--- src/logic/pdmc_params.svh ---
// Register offsets, field positions and reset values of the port data mux control
`ifndef PDMC_PARAMS_SVH
`define PDMC_PARAMS_SVH
`define PDMC_OFF_CTRL      12'h000
`define PDMC_OFF_ROUTE     12'h004
`define PDMC_OFF_XBAR      12'h008
`define PDMC_OFF_PULL      12'h00C
`define PDMC_OFF_CHG       12'h010
`define PDMC_OFF_STATUS    12'h014
`define PDMC_OFF_MASK      12'h018
`define PDMC_OFF_PINS      12'h01C
`define PDMC_CTRL_FLIP     0
`define PDMC_CTRL_EPTX     1
`define PDMC_CTRL_DCD      2
`define PDMC_CTRL_CMPEN_LO 8
`define PDMC_CTRL_XBAR_EN  16
`define PDMC_XBAR_RST      32'h0000_0000
`define PDMC_ROUTE_RST     32'h0000_0000
`define PDMC_PULL_RST      32'h0000_0000
`define PDMC_CHG_RST       32'h0000_0000
`define PDMC_MASK_RST      32'h0000_0000
`define PDMC_ENDPOINT_BPS  1500000
`endif

--- src/logic/pdmc_pkg.sv ---
// Types shared by the port data mux control
package pdmc_pkg;
    // Source picked for one pair by the first stage
    typedef enum logic [3:0] {
        PDMC_SRC_NONE  = 4'h0,
        PDMC_SRC_ROOT  = 4'h1,
        PDMC_SRC_EP    = 4'h2,
        PDMC_SRC_SWD   = 4'h3,
        PDMC_SRC_DBG12 = 4'h4,
        PDMC_SRC_DBG34 = 4'h5,
        PDMC_SRC_AUX   = 4'h6,
        PDMC_SRC_UART  = 4'h7,
        PDMC_SRC_LSX   = 4'h8
    } pdmc_src_t;
    // Crossbar lane sources: system pins and core channel receive lines
    typedef enum logic [2:0] {
        PDMC_XS_OFF    = 3'h0,
        PDMC_XS_SYS_RX = 3'h1,
        PDMC_XS_LSX_IN = 3'h2,
        PDMC_XS_GP1    = 3'h3,
        PDMC_XS_GP2    = 3'h4,
        PDMC_XS_CH_A   = 3'h5,
        PDMC_XS_CH_B   = 3'h6,
        PDMC_XS_CH_C   = 3'h7
    } pdmc_xsrc_t;
    typedef enum logic [1:0] {
        PDMC_AXI_IDLE = 2'b01,
        PDMC_AXI_RESP = 2'b10
    } pdmc_wr_t;
endpackage

--- src/logic/pdmc_top.sv ---
// Port data mux control: routing, crossbar, pulls, clamps, charger detect, AXI4-Lite slave
`timescale 1ns/1ps
`include "pdmc_params.svh"
// Functional notes
// [RULE_01] Reversed orientation swaps top and bottom D+/D- pair connections.
// [RULE_02] Sideband pair keeps listed order upside-up and swaps when reversed.
// [RULE_03] Root, endpoint, wire-debug, debug and aux pairs selectable; positive on first pin.
// [RULE_04] Core channel A top only, B bottom only, C sideband only; tx first pin.
// [RULE_05] Crossbar maps serial, lowspeed exchange and two general pins to any channel.
// [RULE_06] Each crossbar pin is configured as input or output by firmware.
// [RULE_07] At reset crossbar copies system serial receive onto system serial transmit.
// [RULE_08] Enabled comparators raise an interrupt on any port input switching event. Code latches a status flag; irq needs that pin's mask bit set too.
// [RULE_09] Firmware disables comparators on pins carrying analog voltages.
// [RULE_10] Pull-up and pull-down individually selectable for all six port outputs.
// [RULE_11] Clamp attached to a pin only while a second-stage path is closed.
// [RULE_12] Endpoint is low-speed 1.5 Mbps, endpoint zero only, billboard class.
// [RULE_13] Endpoint transmitter drives the pair selected by orientation.
// [RULE_14] Endpoint pull-up off while sending, else on orientation-chosen D- pin.
// [RULE_15] Contact detect applies D+ current and D- pulldown on oriented pair.
// [RULE_16] Twelve firmware switches force, sink or sense on any of four pins.
// [RULE_17] Serial and lowspeed exchange paths are buffered with tri-state control.
// [RULE_18] One registered orientation steers every orientation-dependent selection.
module pdmc_top #(
    parameter int NPORT = 6
) (
    input  wire logic        aclk,
    input  wire logic        aresetn,
    input  wire logic [11:0] s_axi_awaddr,
    input  wire logic        s_axi_awvalid,
    output logic             s_axi_awready,
    input  wire logic [31:0] s_axi_wdata,
    input  wire logic [3:0]  s_axi_wstrb,
    input  wire logic        s_axi_wvalid,
    output logic             s_axi_wready,
    output logic [1:0]       s_axi_bresp,
    output logic             s_axi_bvalid,
    input  wire logic        s_axi_bready,
    input  wire logic [11:0] s_axi_araddr,
    input  wire logic        s_axi_arvalid,
    output logic             s_axi_arready,
    output logic [31:0]      s_axi_rdata,
    output logic [1:0]       s_axi_rresp,
    output logic             s_axi_rvalid,
    input  wire logic        s_axi_rready,
    input  wire logic        orient_flip,
    input  wire logic [1:0]  root_port_in,
    input  wire logic [1:0]  endpoint_in,
    input  wire logic [1:0]  swd_in,
    input  wire logic [3:0]  dbg_in,
    input  wire logic [1:0]  aux_in,
    input  wire logic        endpoint_tx_active,
    input  wire logic [5:0]  port_in,
    output logic [5:0]       port_out,
    output logic [5:0]       port_oe,
    output logic [5:0]       port_pullup,
    output logic [5:0]       port_pulldown,
    output logic [5:0]       port_clamp,
    output logic [1:0]       endpoint_rx,
    output logic [1:0]       endpoint_pullup,
    output logic [1:0]       dplus_contact_current,
    output logic [1:0]       dminus_contact_pulldown,
    output logic [3:0]       detect_voltage_force,
    output logic [3:0]       detect_current_sink,
    output logic [3:0]       detect_sense,
    input  wire logic        sys_serial_rx,
    output logic             sys_serial_tx,
    output logic             sys_serial_tx_oe,
    input  wire logic        lowspeed_xchg_in,
    output logic             lowspeed_xchg_out,
    output logic             lowspeed_xchg_oe,
    input  wire logic        general_pin_one_i,
    output logic             general_pin_one_o,
    output logic             general_pin_one_oe,
    input  wire logic        general_pin_two_i,
    output logic             general_pin_two_o,
    output logic             general_pin_two_oe,
    output logic             irq
);
    import pdmc_pkg::*;

    // Port index: 0 top D+, 1 top D-, 2 bottom D+, 3 bottom D-, 4 sideband a, 5 sideband b
    logic [31:0] ctrl_ff, route_ff, xbar_ff, pull_ff, chg_ff, status_ff, mask_ff;
    logic [5:0]  port_d_ff;
    logic        flip_ff;

    function automatic logic [31:0] merge(input logic [31:0] old, input logic [31:0] wd,
                                          input logic [3:0] be);
        logic [31:0] r;
        r = old;
        for (int i = 0; i < 4; i++)
            if (be[i]) r[i*8 +: 8] = wd[i*8 +: 8];
        return r;
    endfunction

    // Pair source, packed as {neg,pos}; core channel lines come from crossbar
    function automatic logic [1:0] pick(input pdmc_src_t s, input logic [1:0] ch,
                                        input logic [1:0] lsx, input logic [1:0] rp,
                                        input logic [1:0] ep, input logic [1:0] sw,
                                        input logic [3:0] dg, input logic [1:0] ax);
        case (s)
            PDMC_SRC_ROOT:  return rp;
            PDMC_SRC_EP:    return ep;
            PDMC_SRC_SWD:   return sw;
            PDMC_SRC_DBG12: return dg[1:0];
            PDMC_SRC_DBG34: return dg[3:2];
            PDMC_SRC_AUX:   return ax;
            PDMC_SRC_UART:  return ch;
            PDMC_SRC_LSX:   return lsx;
            default:        return 2'b00;
        endcase
    endfunction

    // Orientation sampled once so every swap below moves together
    always_ff @(posedge aclk) begin
        if (!aresetn) flip_ff <= 1'b0;
        else          flip_ff <= orient_flip ^ ctrl_ff[`PDMC_CTRL_FLIP]; // RULE_18
    end

    // ---------------- AXI4-Lite slave ----------------
    logic        aw_ff, w_ff;
    logic [11:0] awaddr_ff;
    logic [31:0] wdata_ff;
    logic [3:0]  wstrb_ff;
    logic        do_wr, do_rd;
    logic [31:0] rd_val;
    logic        rd_hit;

    assign s_axi_awready = !aw_ff && !s_axi_bvalid;
    assign s_axi_wready  = !w_ff && !s_axi_bvalid;
    assign s_axi_arready = !s_axi_rvalid;
    assign do_wr = aw_ff && w_ff && !s_axi_bvalid;
    assign do_rd = s_axi_arvalid && s_axi_arready;

    always_ff @(posedge aclk) begin
        if (!aresetn) begin
            aw_ff <= 1'b0; w_ff <= 1'b0; awaddr_ff <= 12'h000;
            wdata_ff <= 32'h0000_0000; wstrb_ff <= 4'h0;
            s_axi_bvalid <= 1'b0; s_axi_bresp <= 2'h0;
        end else begin
            if (s_axi_awvalid && s_axi_awready) begin
                aw_ff <= 1'b1; awaddr_ff <= s_axi_awaddr;
            end
            if (s_axi_wvalid && s_axi_wready) begin
                w_ff <= 1'b1; wdata_ff <= s_axi_wdata; wstrb_ff <= s_axi_wstrb;
            end
            if (do_wr) begin
                aw_ff <= 1'b0; w_ff <= 1'b0; s_axi_bvalid <= 1'b1;
                case ({2'b00, awaddr_ff[11:2]})
                    `PDMC_OFF_CTRL >> 2, `PDMC_OFF_ROUTE >> 2, `PDMC_OFF_XBAR >> 2,
                    `PDMC_OFF_PULL >> 2, `PDMC_OFF_CHG >> 2, `PDMC_OFF_MASK >> 2:
                        s_axi_bresp <= 2'h0;
                    default: s_axi_bresp <= 2'h2;
                endcase
            end else if (s_axi_bvalid && s_axi_bready) begin
                s_axi_bvalid <= 1'b0;
            end
        end
    end

    always_comb begin
        rd_hit = 1'b1;
        case ({2'b00, s_axi_araddr[11:2]})
            `PDMC_OFF_CTRL >> 2:   rd_val = ctrl_ff;
            `PDMC_OFF_ROUTE >> 2:  rd_val = route_ff;
            `PDMC_OFF_XBAR >> 2:   rd_val = xbar_ff;
            `PDMC_OFF_PULL >> 2:   rd_val = pull_ff;
            `PDMC_OFF_CHG >> 2:    rd_val = chg_ff;
            `PDMC_OFF_STATUS >> 2: rd_val = status_ff;
            `PDMC_OFF_MASK >> 2:   rd_val = mask_ff;
            `PDMC_OFF_PINS >> 2:   rd_val = {25'h0000000, flip_ff, port_d_ff};
            default: begin
                rd_val = 32'h0000_0000;
                rd_hit = 1'b0;
            end
        endcase
    end

    always_ff @(posedge aclk) begin
        if (!aresetn) begin
            s_axi_rvalid <= 1'b0; s_axi_rdata <= 32'h0000_0000; s_axi_rresp <= 2'h0;
        end else if (do_rd) begin
            s_axi_rvalid <= 1'b1;
            s_axi_rdata  <= rd_val;
            s_axi_rresp  <= rd_hit ? 2'h0 : 2'h2;
        end else if (s_axi_rready) begin
            s_axi_rvalid <= 1'b0;
        end
    end

    function automatic logic wr_to(input logic [11:0] a, input logic [11:0] off);
        return (a[11:2] == off[11:2]);
    endfunction

    always_ff @(posedge aclk) begin
        if (!aresetn) begin
            ctrl_ff  <= 32'h0000_0000;
            route_ff <= `PDMC_ROUTE_RST;
            xbar_ff  <= `PDMC_XBAR_RST; // RULE_07
            pull_ff  <= `PDMC_PULL_RST;
            chg_ff   <= `PDMC_CHG_RST;
            mask_ff  <= `PDMC_MASK_RST;
        end else if (do_wr) begin
            if (wr_to(awaddr_ff, `PDMC_OFF_CTRL))
                ctrl_ff <= merge(ctrl_ff, wdata_ff, wstrb_ff);
            if (wr_to(awaddr_ff, `PDMC_OFF_ROUTE))
                route_ff <= merge(route_ff, wdata_ff, wstrb_ff);
            if (wr_to(awaddr_ff, `PDMC_OFF_XBAR))
                xbar_ff <= merge(xbar_ff, wdata_ff, wstrb_ff); // RULE_05
            if (wr_to(awaddr_ff, `PDMC_OFF_PULL))
                pull_ff <= merge(pull_ff, wdata_ff, wstrb_ff); // RULE_10
            if (wr_to(awaddr_ff, `PDMC_OFF_CHG))
                chg_ff <= merge(chg_ff, wdata_ff, wstrb_ff); // RULE_16
            if (wr_to(awaddr_ff, `PDMC_OFF_MASK))
                mask_ff <= merge(mask_ff, wdata_ff, wstrb_ff);
        end
    end

    // ---------------- Digital crossbar ----------------
    // Lanes: 0 sys tx, 1 lowspeed out, 2 gp1, 3 gp2, 4..6 channel a/b/c tx
    // xbar[3*i+:3] source of lane i; xbar[24+k] output enable of pin k
    logic [2:0] ch_rx;
    logic [6:0] lane;
    logic [7:0] xsrc;
    // Receive lines must follow the same swap as the transmit lines
    assign ch_rx = flip_ff ? {port_in[4], port_in[1], port_in[3]}
                           : {port_in[5], port_in[3], port_in[1]}; // RULE_04 RULE_18
    assign xsrc = {ch_rx, general_pin_two_i, general_pin_one_i, lowspeed_xchg_in,
                   sys_serial_rx, 1'b0};
    generate
        for (genvar i = 0; i < 7; i++) begin : g_lane
            assign lane[i] = xsrc[xbar_ff[3*i +: 3]]; // RULE_05
        end
    endgenerate

    logic xbar_live;
    assign xbar_live = ctrl_ff[`PDMC_CTRL_XBAR_EN];
    // Bypass until firmware takes over, so chained parts still pass code at boot
    assign sys_serial_tx      = xbar_live ? lane[0] : sys_serial_rx; // RULE_07
    assign sys_serial_tx_oe   = xbar_live ? xbar_ff[24] : 1'b1; // RULE_17
    assign lowspeed_xchg_out  = lane[1];
    assign lowspeed_xchg_oe   = xbar_live & xbar_ff[25]; // RULE_06 RULE_17
    assign general_pin_one_o  = lane[2];
    assign general_pin_one_oe = xbar_live & xbar_ff[26]; // RULE_06
    assign general_pin_two_o  = lane[3];
    assign general_pin_two_oe = xbar_live & xbar_ff[27]; // RULE_06

    // ---------------- Port data mux ----------------
    // route: [3:0] top pair source, [7:4] bottom, [11:8] sideband
    pdmc_src_t sel_top, sel_bot, sel_sbu, sel_a, sel_b;
    logic [1:0] drv_top, drv_bot, drv_sbu, drv_a, drv_b;
    logic [1:0] lsx_pair;
    assign sel_top  = pdmc_src_t'(route_ff[3:0]);
    assign sel_bot  = pdmc_src_t'(route_ff[7:4]);
    assign sel_sbu  = pdmc_src_t'(route_ff[11:8]);
    assign lsx_pair = {1'b0, lane[1]};
    // Reversed cable: pair A feeds bottom pins and B feeds top
    assign sel_a = flip_ff ? sel_bot : sel_top; // RULE_01 RULE_13
    assign sel_b = flip_ff ? sel_top : sel_bot; // RULE_01
    assign drv_a = pick(sel_top, {1'b0, lane[4]}, 2'b00, root_port_in, endpoint_in,
                        swd_in, dbg_in, aux_in); // RULE_03 RULE_04
    assign drv_b = pick(sel_bot, {1'b0, lane[5]}, 2'b00, root_port_in, endpoint_in,
                        swd_in, dbg_in, aux_in); // RULE_03 RULE_04
    assign drv_top = flip_ff ? drv_b : drv_a; // RULE_01
    assign drv_bot = flip_ff ? drv_a : drv_b; // RULE_01
    // Root port and endpoint never reach the sideband pins
    assign drv_sbu = pick(sel_sbu, {1'b0, lane[6]}, lsx_pair, 2'b00, 2'b00,
                          swd_in, dbg_in, aux_in); // RULE_03 RULE_04

    logic [5:0] path_closed;
    logic top_on, bot_on, sbu_on;
    assign top_on = (sel_a != PDMC_SRC_NONE);
    assign bot_on = (sel_b != PDMC_SRC_NONE);
    assign sbu_on = (sel_sbu != PDMC_SRC_NONE) && (sel_sbu != PDMC_SRC_ROOT)
                    && (sel_sbu != PDMC_SRC_EP);
    assign path_closed = {{2{sbu_on}}, {2{bot_on}}, {2{top_on}}};

    // Core channel receive pins are inputs, so only tx member is driven
    function automatic logic [1:0] pair_oe(input pdmc_src_t s);
        return (s == PDMC_SRC_UART || s == PDMC_SRC_LSX) ? 2'b01 :
               (s == PDMC_SRC_NONE) ? 2'b00 : 2'b11;
    endfunction

    logic [1:0] sbu_oe;
    assign sbu_oe = pair_oe(sel_sbu) & {2{sbu_on}};
    always_ff @(posedge aclk) begin
        if (!aresetn) begin
            port_out <= 6'h00;
            port_oe  <= 6'h00;
        end else begin
            port_out[1:0] <= drv_top;
            port_out[3:2] <= drv_bot;
            // Sideband pins swap with orientation
            port_out[5:4] <= flip_ff ? {drv_sbu[0], drv_sbu[1]} : drv_sbu; // RULE_02
            port_oe[1:0]  <= pair_oe(sel_a);
            port_oe[3:2]  <= pair_oe(sel_b);
            port_oe[5:4]  <= flip_ff ? {sbu_oe[0], sbu_oe[1]} : sbu_oe; // RULE_02
        end
    end

    // Endpoint receive follows the oriented pair carrying it
    assign endpoint_rx = (sel_top == PDMC_SRC_EP) ? (flip_ff ? port_in[3:2] : port_in[1:0])
                       : (sel_bot == PDMC_SRC_EP) ? (flip_ff ? port_in[1:0] : port_in[3:2])
                       : 2'b00; // RULE_13

    // ---------------- Pulls, clamps, endpoint, charger ----------------
    always_ff @(posedge aclk) begin
        if (!aresetn) begin
            port_pullup             <= 6'h00;
            port_pulldown           <= 6'h00;
            port_clamp              <= 6'h00;
            endpoint_pullup         <= 2'b00;
            dplus_contact_current   <= 2'b00;
            dminus_contact_pulldown <= 2'b00;
            detect_voltage_force    <= 4'h0;
            detect_current_sink     <= 4'h0;
            detect_sense            <= 4'h0;
        end else begin
            port_pullup   <= pull_ff[5:0]; // RULE_10
            port_pulldown <= pull_ff[13:8]; // RULE_10
            port_clamp    <= path_closed; // RULE_11
            // Low-speed advertised on D- of the oriented pair, dropped while sending
            endpoint_pullup <= endpoint_tx_active ? 2'b00 :
                               (flip_ff ? 2'b10 : 2'b01); // RULE_12 RULE_14
            dplus_contact_current   <= ctrl_ff[`PDMC_CTRL_DCD] ?
                                       (flip_ff ? 2'b10 : 2'b01) : 2'b00; // RULE_15
            dminus_contact_pulldown <= ctrl_ff[`PDMC_CTRL_DCD] ?
                                       (flip_ff ? 2'b10 : 2'b01) : 2'b00; // RULE_15
            detect_voltage_force    <= chg_ff[3:0]; // RULE_16
            detect_current_sink     <= chg_ff[7:4]; // RULE_16
            detect_sense            <= chg_ff[11:8]; // RULE_16
        end
    end

    // ---------------- Comparators and interrupt ----------------
    logic [5:0] cmp_en, edge_evt;
    assign cmp_en = ctrl_ff[`PDMC_CTRL_CMPEN_LO +: 6]; // RULE_09
    assign edge_evt = (port_in ^ port_d_ff) & cmp_en; // RULE_08
    always_ff @(posedge aclk) begin
        if (!aresetn) port_d_ff <= 6'h00;
        else          port_d_ff <= port_in;
    end
    // A read clears the flags, but an edge in the same cycle still lands
    always_ff @(posedge aclk) begin
        if (!aresetn)
            status_ff <= 32'h0000_0000;
        else if (do_rd && wr_to(s_axi_araddr, `PDMC_OFF_STATUS))
            status_ff <= {26'h0000000, edge_evt}; // RULE_08
        else
            status_ff <= status_ff | {26'h0000000, edge_evt}; // RULE_08
    end
    assign irq = |(status_ff & mask_ff); // RULE_08

    a_bypass_reset: assert property (@(posedge aclk) disable iff (!aresetn)
        !xbar_live |-> (sys_serial_tx == sys_serial_rx) && sys_serial_tx_oe)
        else $error("bypass not active"); // RULE_07
    a_clamp_path: assert property (@(posedge aclk) disable iff (!aresetn)
        ##1 port_clamp == $past(path_closed)) else $error("clamp mismatch"); // RULE_11
    a_pullup_tx: assert property (@(posedge aclk) disable iff (!aresetn)
        endpoint_tx_active |=> endpoint_pullup == 2'b00) else $error("pullup on tx"); // RULE_14
    a_pullup_side: assert property (@(posedge aclk) disable iff (!aresetn)
        !endpoint_tx_active && flip_ff |=> endpoint_pullup == 2'b10)
        else $error("pullup side"); // RULE_14
    a_dcd_side: assert property (@(posedge aclk) disable iff (!aresetn)
        ctrl_ff[`PDMC_CTRL_DCD] && !flip_ff |=> dplus_contact_current == 2'b01)
        else $error("dcd side"); // RULE_15
    a_edge_sticky: assert property (@(posedge aclk) disable iff (!aresetn)
        |edge_evt |=> |status_ff[5:0]) else $error("event lost"); // RULE_08
    a_pair_swap: assert property (@(posedge aclk) disable iff (!aresetn)
        flip_ff && $stable(flip_ff) |=> port_out[3:2] == $past(drv_a))
        else $error("pair not swapped"); // RULE_01
    a_sbu_swap: assert property (@(posedge aclk) disable iff (!aresetn)
        flip_ff |=> port_out[5:4] == {$past(drv_sbu[0]), $past(drv_sbu[1])})
        else $error("sideband not swapped"); // RULE_02
    a_chg_follow: assert property (@(posedge aclk) disable iff (!aresetn)
        1'b1 |=> detect_sense == $past(chg_ff[11:8])) else $error("charger switch"); // RULE_16
    a_gp_oe_boot: assert property (@(posedge aclk) disable iff (!aresetn)
        !xbar_live |-> !general_pin_one_oe && !lowspeed_xchg_oe)
        else $error("pin driven at boot"); // RULE_06
endmodule // pdmc_top

--- config.mk ---
export PLATFORM = sky130hd
export DESIGN_NAME = pdmc_top
export DESIGN_NICKNAME = d
export VERILOG_FILES = /design/src/logic/pdmc_pkg.sv /design/src/logic/pdmc_top.sv
export VERILOG_INCLUDE_DIRS = /design/src /design/src/logic
export SDC_FILE = /design/constraint.sdc
export NUM_CORES = 1
export LEC_CHECK = 0
export BUFFER_PORTS_ARGS = -buffer_cell sky130_fd_sc_hd__clkbuf_2
export CELL_PAD_IN_SITES_DETAIL_PLACEMENT = 1
export CELL_PAD_IN_SITES_GLOBAL_PLACEMENT = 1
export CORE_MARGIN = 4
export CORE_UTILIZATION = 49
export CTS_BUF_LIST = sky130_fd_sc_hd__clkbuf_4 sky130_fd_sc_hd__clkbuf_8
export DETAILED_ROUTE_END_ITERATION = 8
export PLACE_DENSITY = 0.92
export SKIP_LAST_GASP = 1
export SYNTH_ARGS = -nofsm -noshare
export SYNTH_HDL_FRONTEND = slang
export SYNTH_SLANG_ARGS = --single-unit
--- constraint.sdc ---
create_clock -name aclk -period 6 [get_ports aclk]
set_input_delay 1.8 -clock aclk [delete_from_list [all_inputs] [get_ports aclk]]
set_output_delay 1.8 -clock aclk [all_outputs]
set_load 0.02 [all_outputs]
=== Yosys cells after proc, flatten, opt, wreduce, memory -nomap -nowiden ===
Cells that the tools add are included.

* Register bits after elaboration: 364
* Bits in latches: 0
* Memory bits (writable): 0
* Bits in read-only memories: 0
* Input port bits: 91
* Output and inout port bits: 100
* Word-level logic and storage cells: 212
* Memories: 0

* $add $sub $neg: 0
* Multipliers: 0
* Div/mod/pow operators: 0
* Magnitude comparators: 7
* Equality and inequality tests: 38
* Shifts and indexed selects: 0
* Mux-type cells: 46
* Bitwise gates (word level): 10
* Reduce and logical (&&, ||, !) cells: 61

{| class="wikitable"
|+ Operators by type and width
! kind !! number
|-
| one-hot mux 32 bit (8 select lines) || 1
|-
| AND reduction 3 bit || 24
|-
| equality test 10 x 3 -> 1 bit, second input constant || 6
|-
| equality test 4 x 3 -> 1 bit, second input constant || 14
|-
| equality test 10 x 2 -> 1 bit, second input constant || 4
|-
| bitwise AND 32 bit || 1
|-
| OR 32 x 6 -> 32 bit || 1
|-
| OR reduction 32 bit || 1
|-
| two-way mux 2 bit || 15
|-
| less-than comparator 3 x 4 -> 1 bit, second input constant || 7
|-
| one-hot mux 2 bit (7 select lines) || 2
|-
| binary-select mux 1 bit (select 3 bit) || 7
|-
| equality test 10 x 1 -> 1 bit, second input constant || 2
|-
| equality test 4 x 2 -> 1 bit, second input constant || 5
|-
| zero test 10 bit || 2
|-
| two-way mux 1 bit || 16
|-
| equality test 4 bit, second input constant || 3
|-
| zero test 4 bit || 3
|-
| one-hot mux 2 bit (6 select lines) || 1
|-
| nonzero test 4 bit || 3
|-
| logical AND 1 bit || 11
|-
| OR reduction 2 bit || 5
|-
| equality test 4 x 1 -> 1 bit, second input constant || 2
|-
| two-way mux 4 bit || 2
|-
| other kinds (16) || 24
|}

=== Depth between registers and ports, before layout ===
Gate-level depths: netlist of run 1.

* Depth after elaboration: 5
* Mapped depth: 8
* Mapped depth without buffers: 5

=== Worst setup path before layout of run 1 ===
OpenSTA, ideal clock, no wires.

* Path kind: input -> output
* Start point: input port port_in[4]
* End point: output port sys_serial_tx
* Arrival time: 2929 ps
* Data required time: 4200 ps
* Setup slack: 1271 ps
* Stages: 5
* Cells stage by stage: mux2_2 -> mux4_2 -> nand2_1 -> o21ai_0 -> a22o_1

* Cells in the longest elaborated chain, start to end: 4

{| class="wikitable"
|+ RTL lines
! element !! RTL line !! source
|-
| start, declared || pdmc_top.sv:52 || <nowiki>input wire logic [5:0] port_in,</nowiki>
|-
| two-way mux 3 bit || pdmc_top.sv:225 || <nowiki>assign ch_rx = flip_ff ? {port_in[4], port_in[1], port_in[3]}</nowiki>
|-
| binary-select mux 1 bit (select 3 bit) || pdmc_top.sv:231 || <nowiki>assign lane[i] = xsrc[xbar_ff[3*i +: 3]];</nowiki>
|-
| two-way mux 1 bit (not written as such) || pdmc_top.sv:231 ||
|-
| two-way mux 1 bit || pdmc_top.sv:238 || <nowiki>assign sys_serial_tx = xbar_live ? lane[0] : sys_serial_rx;</nowiki>
|-
| end, declared || pdmc_top.sv:66 || <nowiki>output logic sys_serial_tx,</nowiki>
|}

Every way passes these cells. The select of a mux whose other input is x is not followed.

=== Final worst setup path of run 1 ===
* Start point: input port port_in[1]
* End point: output port sys_serial_tx

Same word-level chain as after synthesis.

==> results.json, run 1 <==
{
  "synth_edf_count": 0,
  "rsz0062_at_grt": "false",
  "io_buffers": 184,
  "synth_compound_area_share_pct": 16.5,
  "avgSynthCellArea_um2": 8.73,
  "timing.final.crit_share_pct": 87.6,
  "crit_path_start_kind": "primary input",
  "num_vias": 14600,
  "ir_worst_vdd_uv": 151,
  "synthCells": 1679,
  "start_util_pct": 49.6,
  "grt_first_pass_wirelength_um": 90200,
  "cts_made_buffers": 53,
  "ys_types": 76,
  "maxCapViolCount": 0,
  "synthToLayoutAreaGrowth_pct": 14.6,
  "cts_tree": "yes",
  "worstMarginPinSlew_ns": 1.20,
  "synth_ff_type": "dfxtp_1",
  "grt-ovfl-total": 0,
  "die_area_um2": 32800,
  "drc": 0,
  "place_hpwl_um": 34800,
  "cp-end-kind": "output port",
  "synth_top_family_by_area": "simple AND/OR/NAND/NOR gates",
  "instances_no_fill": 2241,
  "ctsRootBufferMaster": "clkbuf_8",
  "wl_per_cell_um": 26.3,
  "postRouteAntennaNets": 0,
  "hold_violations": 0,
  "clkLatencyLatePin_ns": 0.62,
  "io_pins": 191,
  "postCtsHoldBufs": 0,
  "synth_fa_ha_area_share_pct": 0,
  "fp.dieH_um": 181,
  "routed_wl_um": 58900,
  "cts_buffer_depth": 3,
  "clk_pin_slew_ns": 0.05,
  "worstPathMaxFanout": 7,
  "finalCriticalPeriod_ns": 5.26,
  "crit_chain": "clkbuf_2, mux2_2, mux4_2, nand2_1, o21ai_0, a22o_1, clkbuf_2",
  "place_congestion": 0.923,
  "core_um2": 29600,
  "cts_setup_buffers": 0,
  "drt_pass1_iterations": 6,
  "maxSlewHeadroom_pct": 20.2,
  "required_ns": 4.20,
  "fin_skew_ns": 0.0439,
  "setup_violations": 0,
  "drv_slew": 0,
  "p_per_area_nw_per_um2": 279,
  "status": "finished, final reports clean",
  "ys_seq_area_share_pct": 45.3,
  "drt-initial-drc-count": 1994,
  "arrival_ns": 3.46,
  "post_cts_resized": 0,
  "fillerInstances": 3492,
  "synthMuxAreaShare_pct": 11.4,
  "grt_pass1_vias": 15300,
  "power_leakage_nw": 6.55,
  "fmax_mhz": 190,
  "clock-sinks": 332,
  "yosys_warnings": 0,
  "grt_util_all_layers_pct": 34.5,
  "antenna_found_initial": 2,
  "tns_ns": 0,
  "hold_path_class": "reg -> reg",
  "fin_worst_hold_slack_ns": 0.453,
  "setup.worst_path.class": "in -> out",
  "cpPeakStageDelay_ns": 0.50,
  "htree_num_levels": 2,
  "slowest_stage": "mux4_2",
  "num_rows": 63,
  "synth_simple_gate_area_share_pct": 21.9,
  "dp_cells": 2148,
  "die_w_um": 181,
  "synth-seq-cells": 332,
  "nNetsFinal": 1904,
  "synth_xor_area_share_pct": 0.418,
  "syn_area_um2": 14700,
  "timing.critical_path.mode_cell": "clkbuf_2",
  "viasPerCell": 6.54,
  "drive_gt1_share_pct": 21.0,
  "grt_max_degree": 123,
  "async_flop_share_pct": 0
}
## state kept, by name (all words and copies together), names as in the netlist, 2 cells and up
name,flops
chg_ff,32
ctrl_ff,32
mask_ff,32
pull_ff,32
route_ff,32
s_axi_rdata,32
wdata_ff,32
xbar_ff,32
awaddr_ff,10
port_d_ff,6
port_oe,6
port_out,6
port_pulldown,6
port_pullup,6
status_ff,6
detect_current_sink,4
detect_sense,4
detect_voltage_force,4
wstrb_ff,4
port_clamp,3
dminus_contact_pulldown,2
endpoint_pullup,2
## power breakdown
group	total [mW]	switching (mW)	internal, mW
Combinational	0.321	0.231	0.0898
Clock	2.09	0.937	1.15
Sequential	2.29	0.0549	2.23
Total	4.69	1.22	3.47
## final timing paths
path,slack [ns],cells after the start,end,start
worst min-delay path,0.45,2,xbar_ff[28],xbar_ff[28]
worst min register to register,0.45,2,xbar_ff[28],xbar_ff[28]
worst max-delay path,0.74,7,sys_serial_tx,port_in[1]
worst max register to register,3.30,7,pull_ff[15],awaddr_ff[10]
## worst max-delay path: cells and delay by family
family	cells	cell delay, ns
AO/OA/AOI/OAI	2	0.35
AND/OR/NAND/NOR	1	0.11
multiplexers	2	0.84
buffers and inverters	2	0.35
## metal layers
metal / vias up / GRT usage [%] / wire (um)
met1: 7085 / 41.6 / 21500
li1: 6175 / - / -
met2: 1073 / 56.1 / 26800
met4: 2 / 19.0 / 3920
met5: - / 0 / 8
met3: 312 / 9.26 / 6610
## stage by stage
stage | utilization, % | worst slack, ns | total power, mW | instance area [um2]
after global placement | 53.1 | 0.935 | 2.62 | 15700
after global routing | 56.9 | 0.724 | 4.79 | 16800
after detailed placement | 53.1 | 0.913 | 2.63 | 15700
final | 56.9 | 0.743 | 4.69 | 16800
after CTS | 56.9 | 0.783 | 4.67 | 16800
after floorplan | - | 1.27 | 2.50 | 14700
## final cells by class
cell class / count / area (um2) / area share (%)
Antenna cell: 1 / 2.50 / 0.0149
Clock buffer: 90 / 1110 / 6.59
Clock inverter: 2 / 12.5 / 0.0744
Inverter: 17 / 71.3 / 0.424
Multi-Input combinational cell: 1201 / 7380 / 43.9
Sequential cell: 332 / 6650 / 39.5
Tap cell: 390 / 488 / 2.90
Timing Repair Buffer: 208 / 1100 / 6.55
## synth_stat cells, types with 4 or more instances
| cell type | n | area, um2 |
|---|---|---|
| dfxtp_1 | 332 | 6650 |
| nand2_1 | 292 | 1100 |
| a21oi_1 | 225 | 1130 |
| nand3_1 | 145 | 726 |
| mux2i_1 | 114 | 1140 |
| nor2_1 | 104 | 390 |
| clkbuf_1 | 100 | 375 |
| and2_1 | 37 | 231 |
| o21ai_0 | 35 | 175 |
| mux2_2 | 27 | 304 |
| a22oi_1 | 21 | 158 |
| inv_1 | 14 | 52.6 |
| nor3_1 | 13 | 65.1 |
| buf_2 | 11 | 55.1 |
| buf_4 | 11 | 82.6 |
| mux4_2 | 10 | 225 |
| a2bb2oi_2 | 9 | 135 |
| a311oi_2 | 9 | 135 |
| a222oi_1 | 8 | 80.1 |
| a2bb2oi_1 | 8 | 70.1 |
| and3_1 | 8 | 50.1 |
| nand2b_1 | 7 | 43.8 |
| nand3_4 | 6 | 105 |
| nand3b_1 | 6 | 45.0 |
| xor2_1 | 6 | 52.6 |
| a221oi_1 | 5 | 43.8 |
| a22oi_2 | 5 | 62.6 |
| a31oi_1 | 5 | 31.3 |
| nor3_2 | 5 | 50.1 |
| nor3b_1 | 5 | 37.5 |
| nor4_4 | 5 | 106 |
| a211oi_1 | 4 | 30.0 |
| a311oi_1 | 4 | 35.0 |
| buf_6 | 4 | 45.0 |
| nor2b_1 | 4 | 25.0 |
| o2bb2ai_1 | 4 | 35.0 |
## placed cells by master, fill, tap and decap left out, types with 4 or more instances in the layout
master / Yosys / layout
a22oi_2: 5 / 5
inv_1: 14 / 14
clkbuf_2: 0 / 184
a222oi_1: 8 / 8
clkbuf_8: 0 / 69
and3_1: 8 / 8
dfxtp_1: 332 / 332
a311oi_1: 4 / 4
a211oi_1: 4 / 4
mux2i_1: 114 / 114
nand3_1: 145 / 145
nand2_1: 292 / 292
xor2_1: 6 / 6
a22oi_1: 21 / 21
a21oi_1: 225 / 225
nor4_4: 5 / 5
a221oi_1: 5 / 5
o21ai_0: 35 / 35
nand3_4: 6 / 6
mux4_2: 10 / 10
a31oi_1: 5 / 5
a2bb2oi_2: 9 / 9
a2bb2oi_1: 8 / 8
buf_4: 11 / 24
nor3_1: 13 / 13
and2_1: 37 / 37
nor2_1: 104 / 104
nor3b_1: 5 / 5
nor2b_1: 4 / 4
mux2_2: 27 / 27
nand2b_1: 7 / 7
o2bb2ai_1: 4 / 4
a311oi_2: 9 / 9
nand3b_1: 6 / 6
clkbuf_4: 0 / 21
## cell families after synthesis
| logic type | after synthesis |
|---|---|
| flip-flops | 332 |
| multiplexers | 151 |
| other | 1 |
| XOR/XNOR | 7 |
| AND/OR/NAND/NOR | 663 |
| buffers and inverters | 147 |
| AO/OA/AOI/OAI | 378 |
(Power assumes the default switching activity.)
==> run 2: changes to the inputs <==
- REMOVE_ABC_BUFFERS: unset -> 1
==> run 2 against run 1 <==
Against the previous run:
- design area up 0.31%
- die area did not move
- sequential power about the same
- setup slack improved by 0.15 ns
- cell count is 0.22% higher
- critical path type unchanged
- critical endpoint is now general_pin_one_o
- largest power group unchanged
==> results.json, run 2 (synthesized netlist as in run 1, its figures left out) <==
{
  "setup_violations": 0,
  "cpPeakStageDelay_ns": 0.49,
  "maxSlewHeadroom_pct": 33.4,
  "crit_buf_inv": 2,
  "crit_path_start_kind": "primary input",
  "start_util_pct": 49.6,
  "fin_skew_ns": 0.0289,
  "required_ns": 4.20,
  "die_area_um2": 32800,
  "worst-path-stages": 6,
  "num_vias": 14300,
  "timing.final.crit_share_pct": 85.1,
  "worstPathMaxFanout": 7,
  "seq_power_share_pct": 48.4,
  "antenna_found_initial": 2,
  "place_hpwl_um": 34400,
  "layout_commonest_cell": "dfxtp_1",
  "viasPerCell": 6.39,
  "drt-initial-drc-count": 1274,
  "fmax_mhz": 196,
  "status": "finished, final reports clean",
  "num_rows": 63,
  "p_sw_mw": 1.24,
  "io_buffers": 184,
  "cts_tree": "yes",
  "nNetsFinal": 1907,
  "power_leakage_nw": 6.58,
  "grt-ovfl-total": 0,
  "htree_num_levels": 2,
  "finalCriticalPeriod_ns": 5.11,
  "drt_pass1_iterations": 7,
  "core_um2": 29600,
  "tns_ns": 0,
  "p_per_area_nw_per_um2": 279,
  "setup.worst_path.class": "in -> out",
  "hold_violations": 0,
  "internal_power_mw": 3.47,
  "clkPwrFrac_pct": 44.7,
  "rsz0062_at_grt": "false",
  "grt_first_pass_wirelength_um": 87600,
  "grt_pass1_vias": 15400,
  "drv_slew": 0,
  "clkLatencyLatePin_ns": 0.62,
  "switching_share_pct": 26.2,
  "arrival_ns": 3.31,
  "postCtsHoldBufs": 0,
  "postRouteAntennaNets": 0,
  "rr_startpoint": "s_axi_bvalid",
  "post_cts_resized": 0,
  "fp.dieH_um": 181,
  "combPwrFrac_pct": 6.9,
  "instances_no_fill": 2246,
  "routed_wl_um": 57000,
  "ir_worst_vdd_uv": 158,
  "wl_per_cell_um": 25.4,
  "slowest_stage": "mux4_2",
  "holdPathEnd": "xbar_ff[23]",
  "drive_gt1_share_pct": 21.2,
  "clock-sinks": 332,
  "r2r-end": "route_ff[17]",
  "place_congestion": 0.898,
  "placed_area_um2": 15700,
  "final_util_pct": 57.0,
  "dp_cells": 2151,
  "die_w_um": 181,
  "worst-r2r-cell-count": 5,
  "drc": 0,
  "grt_util_all_layers_pct": 33.3,
  "grt_max_degree": 127,
  "io_pins": 191,
  "ctsRootBufferMaster": "clkbuf_8",
  "synthToLayoutAreaGrowth_pct": 15.0,
  "cts_buffer_depth": 3,
  "cp_top_family": "multiplexers",
  "timing.critical_path.mode_cell": "clkbuf_2",
  "min_path_cells": 2,
  "crit_chain": "clkbuf_2, mux2_2, mux4_2, nand2_1, o21ai_0, clkbuf_2",
  "hold_start": "xbar_ff[23]",
  "worstMarginPinSlew_ns": 0.995,
  "maxCapViolCount": 0,
  "clk_pin_slew_ns": 0.06,
  "cts_setup_buffers": 0,
  "fin_area_um2": 16900,
  "cp-end-kind": "output port",
  "hold_path_class": "reg -> reg",
  "layout_common_cells": "dfxtp_1 (332), nand2_1 (292), a21oi_1 (225)",
  "rrSetupSlack_ns": 2.93,
  "cts_made_buffers": 53
}
==> run 2: layer usage <==
layer  vias to the layer above  GRT usage, %  routed length, um
met4                         0          19.8               3450
li1                       6184             -                  -
met3                       274          7.01               5560
met2                       937          54.1              26200
met1                      6950          40.8              21800
met5                         -             0                  0
==> run 2: final cells by class <==
| type | instances | area (um2) |
|---|---|---|
| fill | 3506 | 12700 |
| timing repair buffer | 211 | 1120 |
| inverter | 17 | 71.3 |
| multi-input combinational | 1201 | 7390 |
| antenna | 2 | 5.00 |
| clock buffer | 87 | 1100 |
| sequential | 332 | 6650 |
| tap | 390 | 488 |
| clock inverter | 6 | 42.5 |
==> run 2: tightest hold or removal path, stage by stage (launching register included) <==
cell and delay, ns:
dfxtp_1 0.31, nand2_1 0.05, a21oi_1 0.05
==> run 2: power by group through the flow <==
stage	Sequential, mW	Combinational (mW)	Clock [mW]
final	2.28	0.323	2.11
after CTS	2.28	0.316	2.11
after global placement	2.32	0.298	0
after floorplan	2.31	0.150	0
after detailed placement	2.33	0.309	0
after global routing	2.28	0.341	2.20
==> run 2: through the flow <==
| stage | power (mW) | setup slack (ns) | hold WS (ns) |
|---|---|---|---|
| floorplan | 2.46 | 0.947 | 0.432 |
| global placement | 2.62 | 0.940 | 0.440 |
| detailed placement | 2.63 | 0.926 | 0.450 |
| CTS | 4.70 | 0.925 | 0.459 |
| global route | 4.83 | 0.849 | 0.480 |
| finish | 4.71 | 0.894 | 0.459 |
==> run 2: worst max-delay path by stage <==
| stage | start | endpoint |
|---|---|---|
| global route | port_in[1] | sys_serial_tx |
| finish | port_in[3] | general_pin_one_o |
| CTS | port_in[1] | sys_serial_tx |
| floorplan | aresetn | s_axi_rdata[2] |
| detailed placement | port_in[4] | sys_serial_tx |
| global placement | port_in[5] | sys_serial_tx |
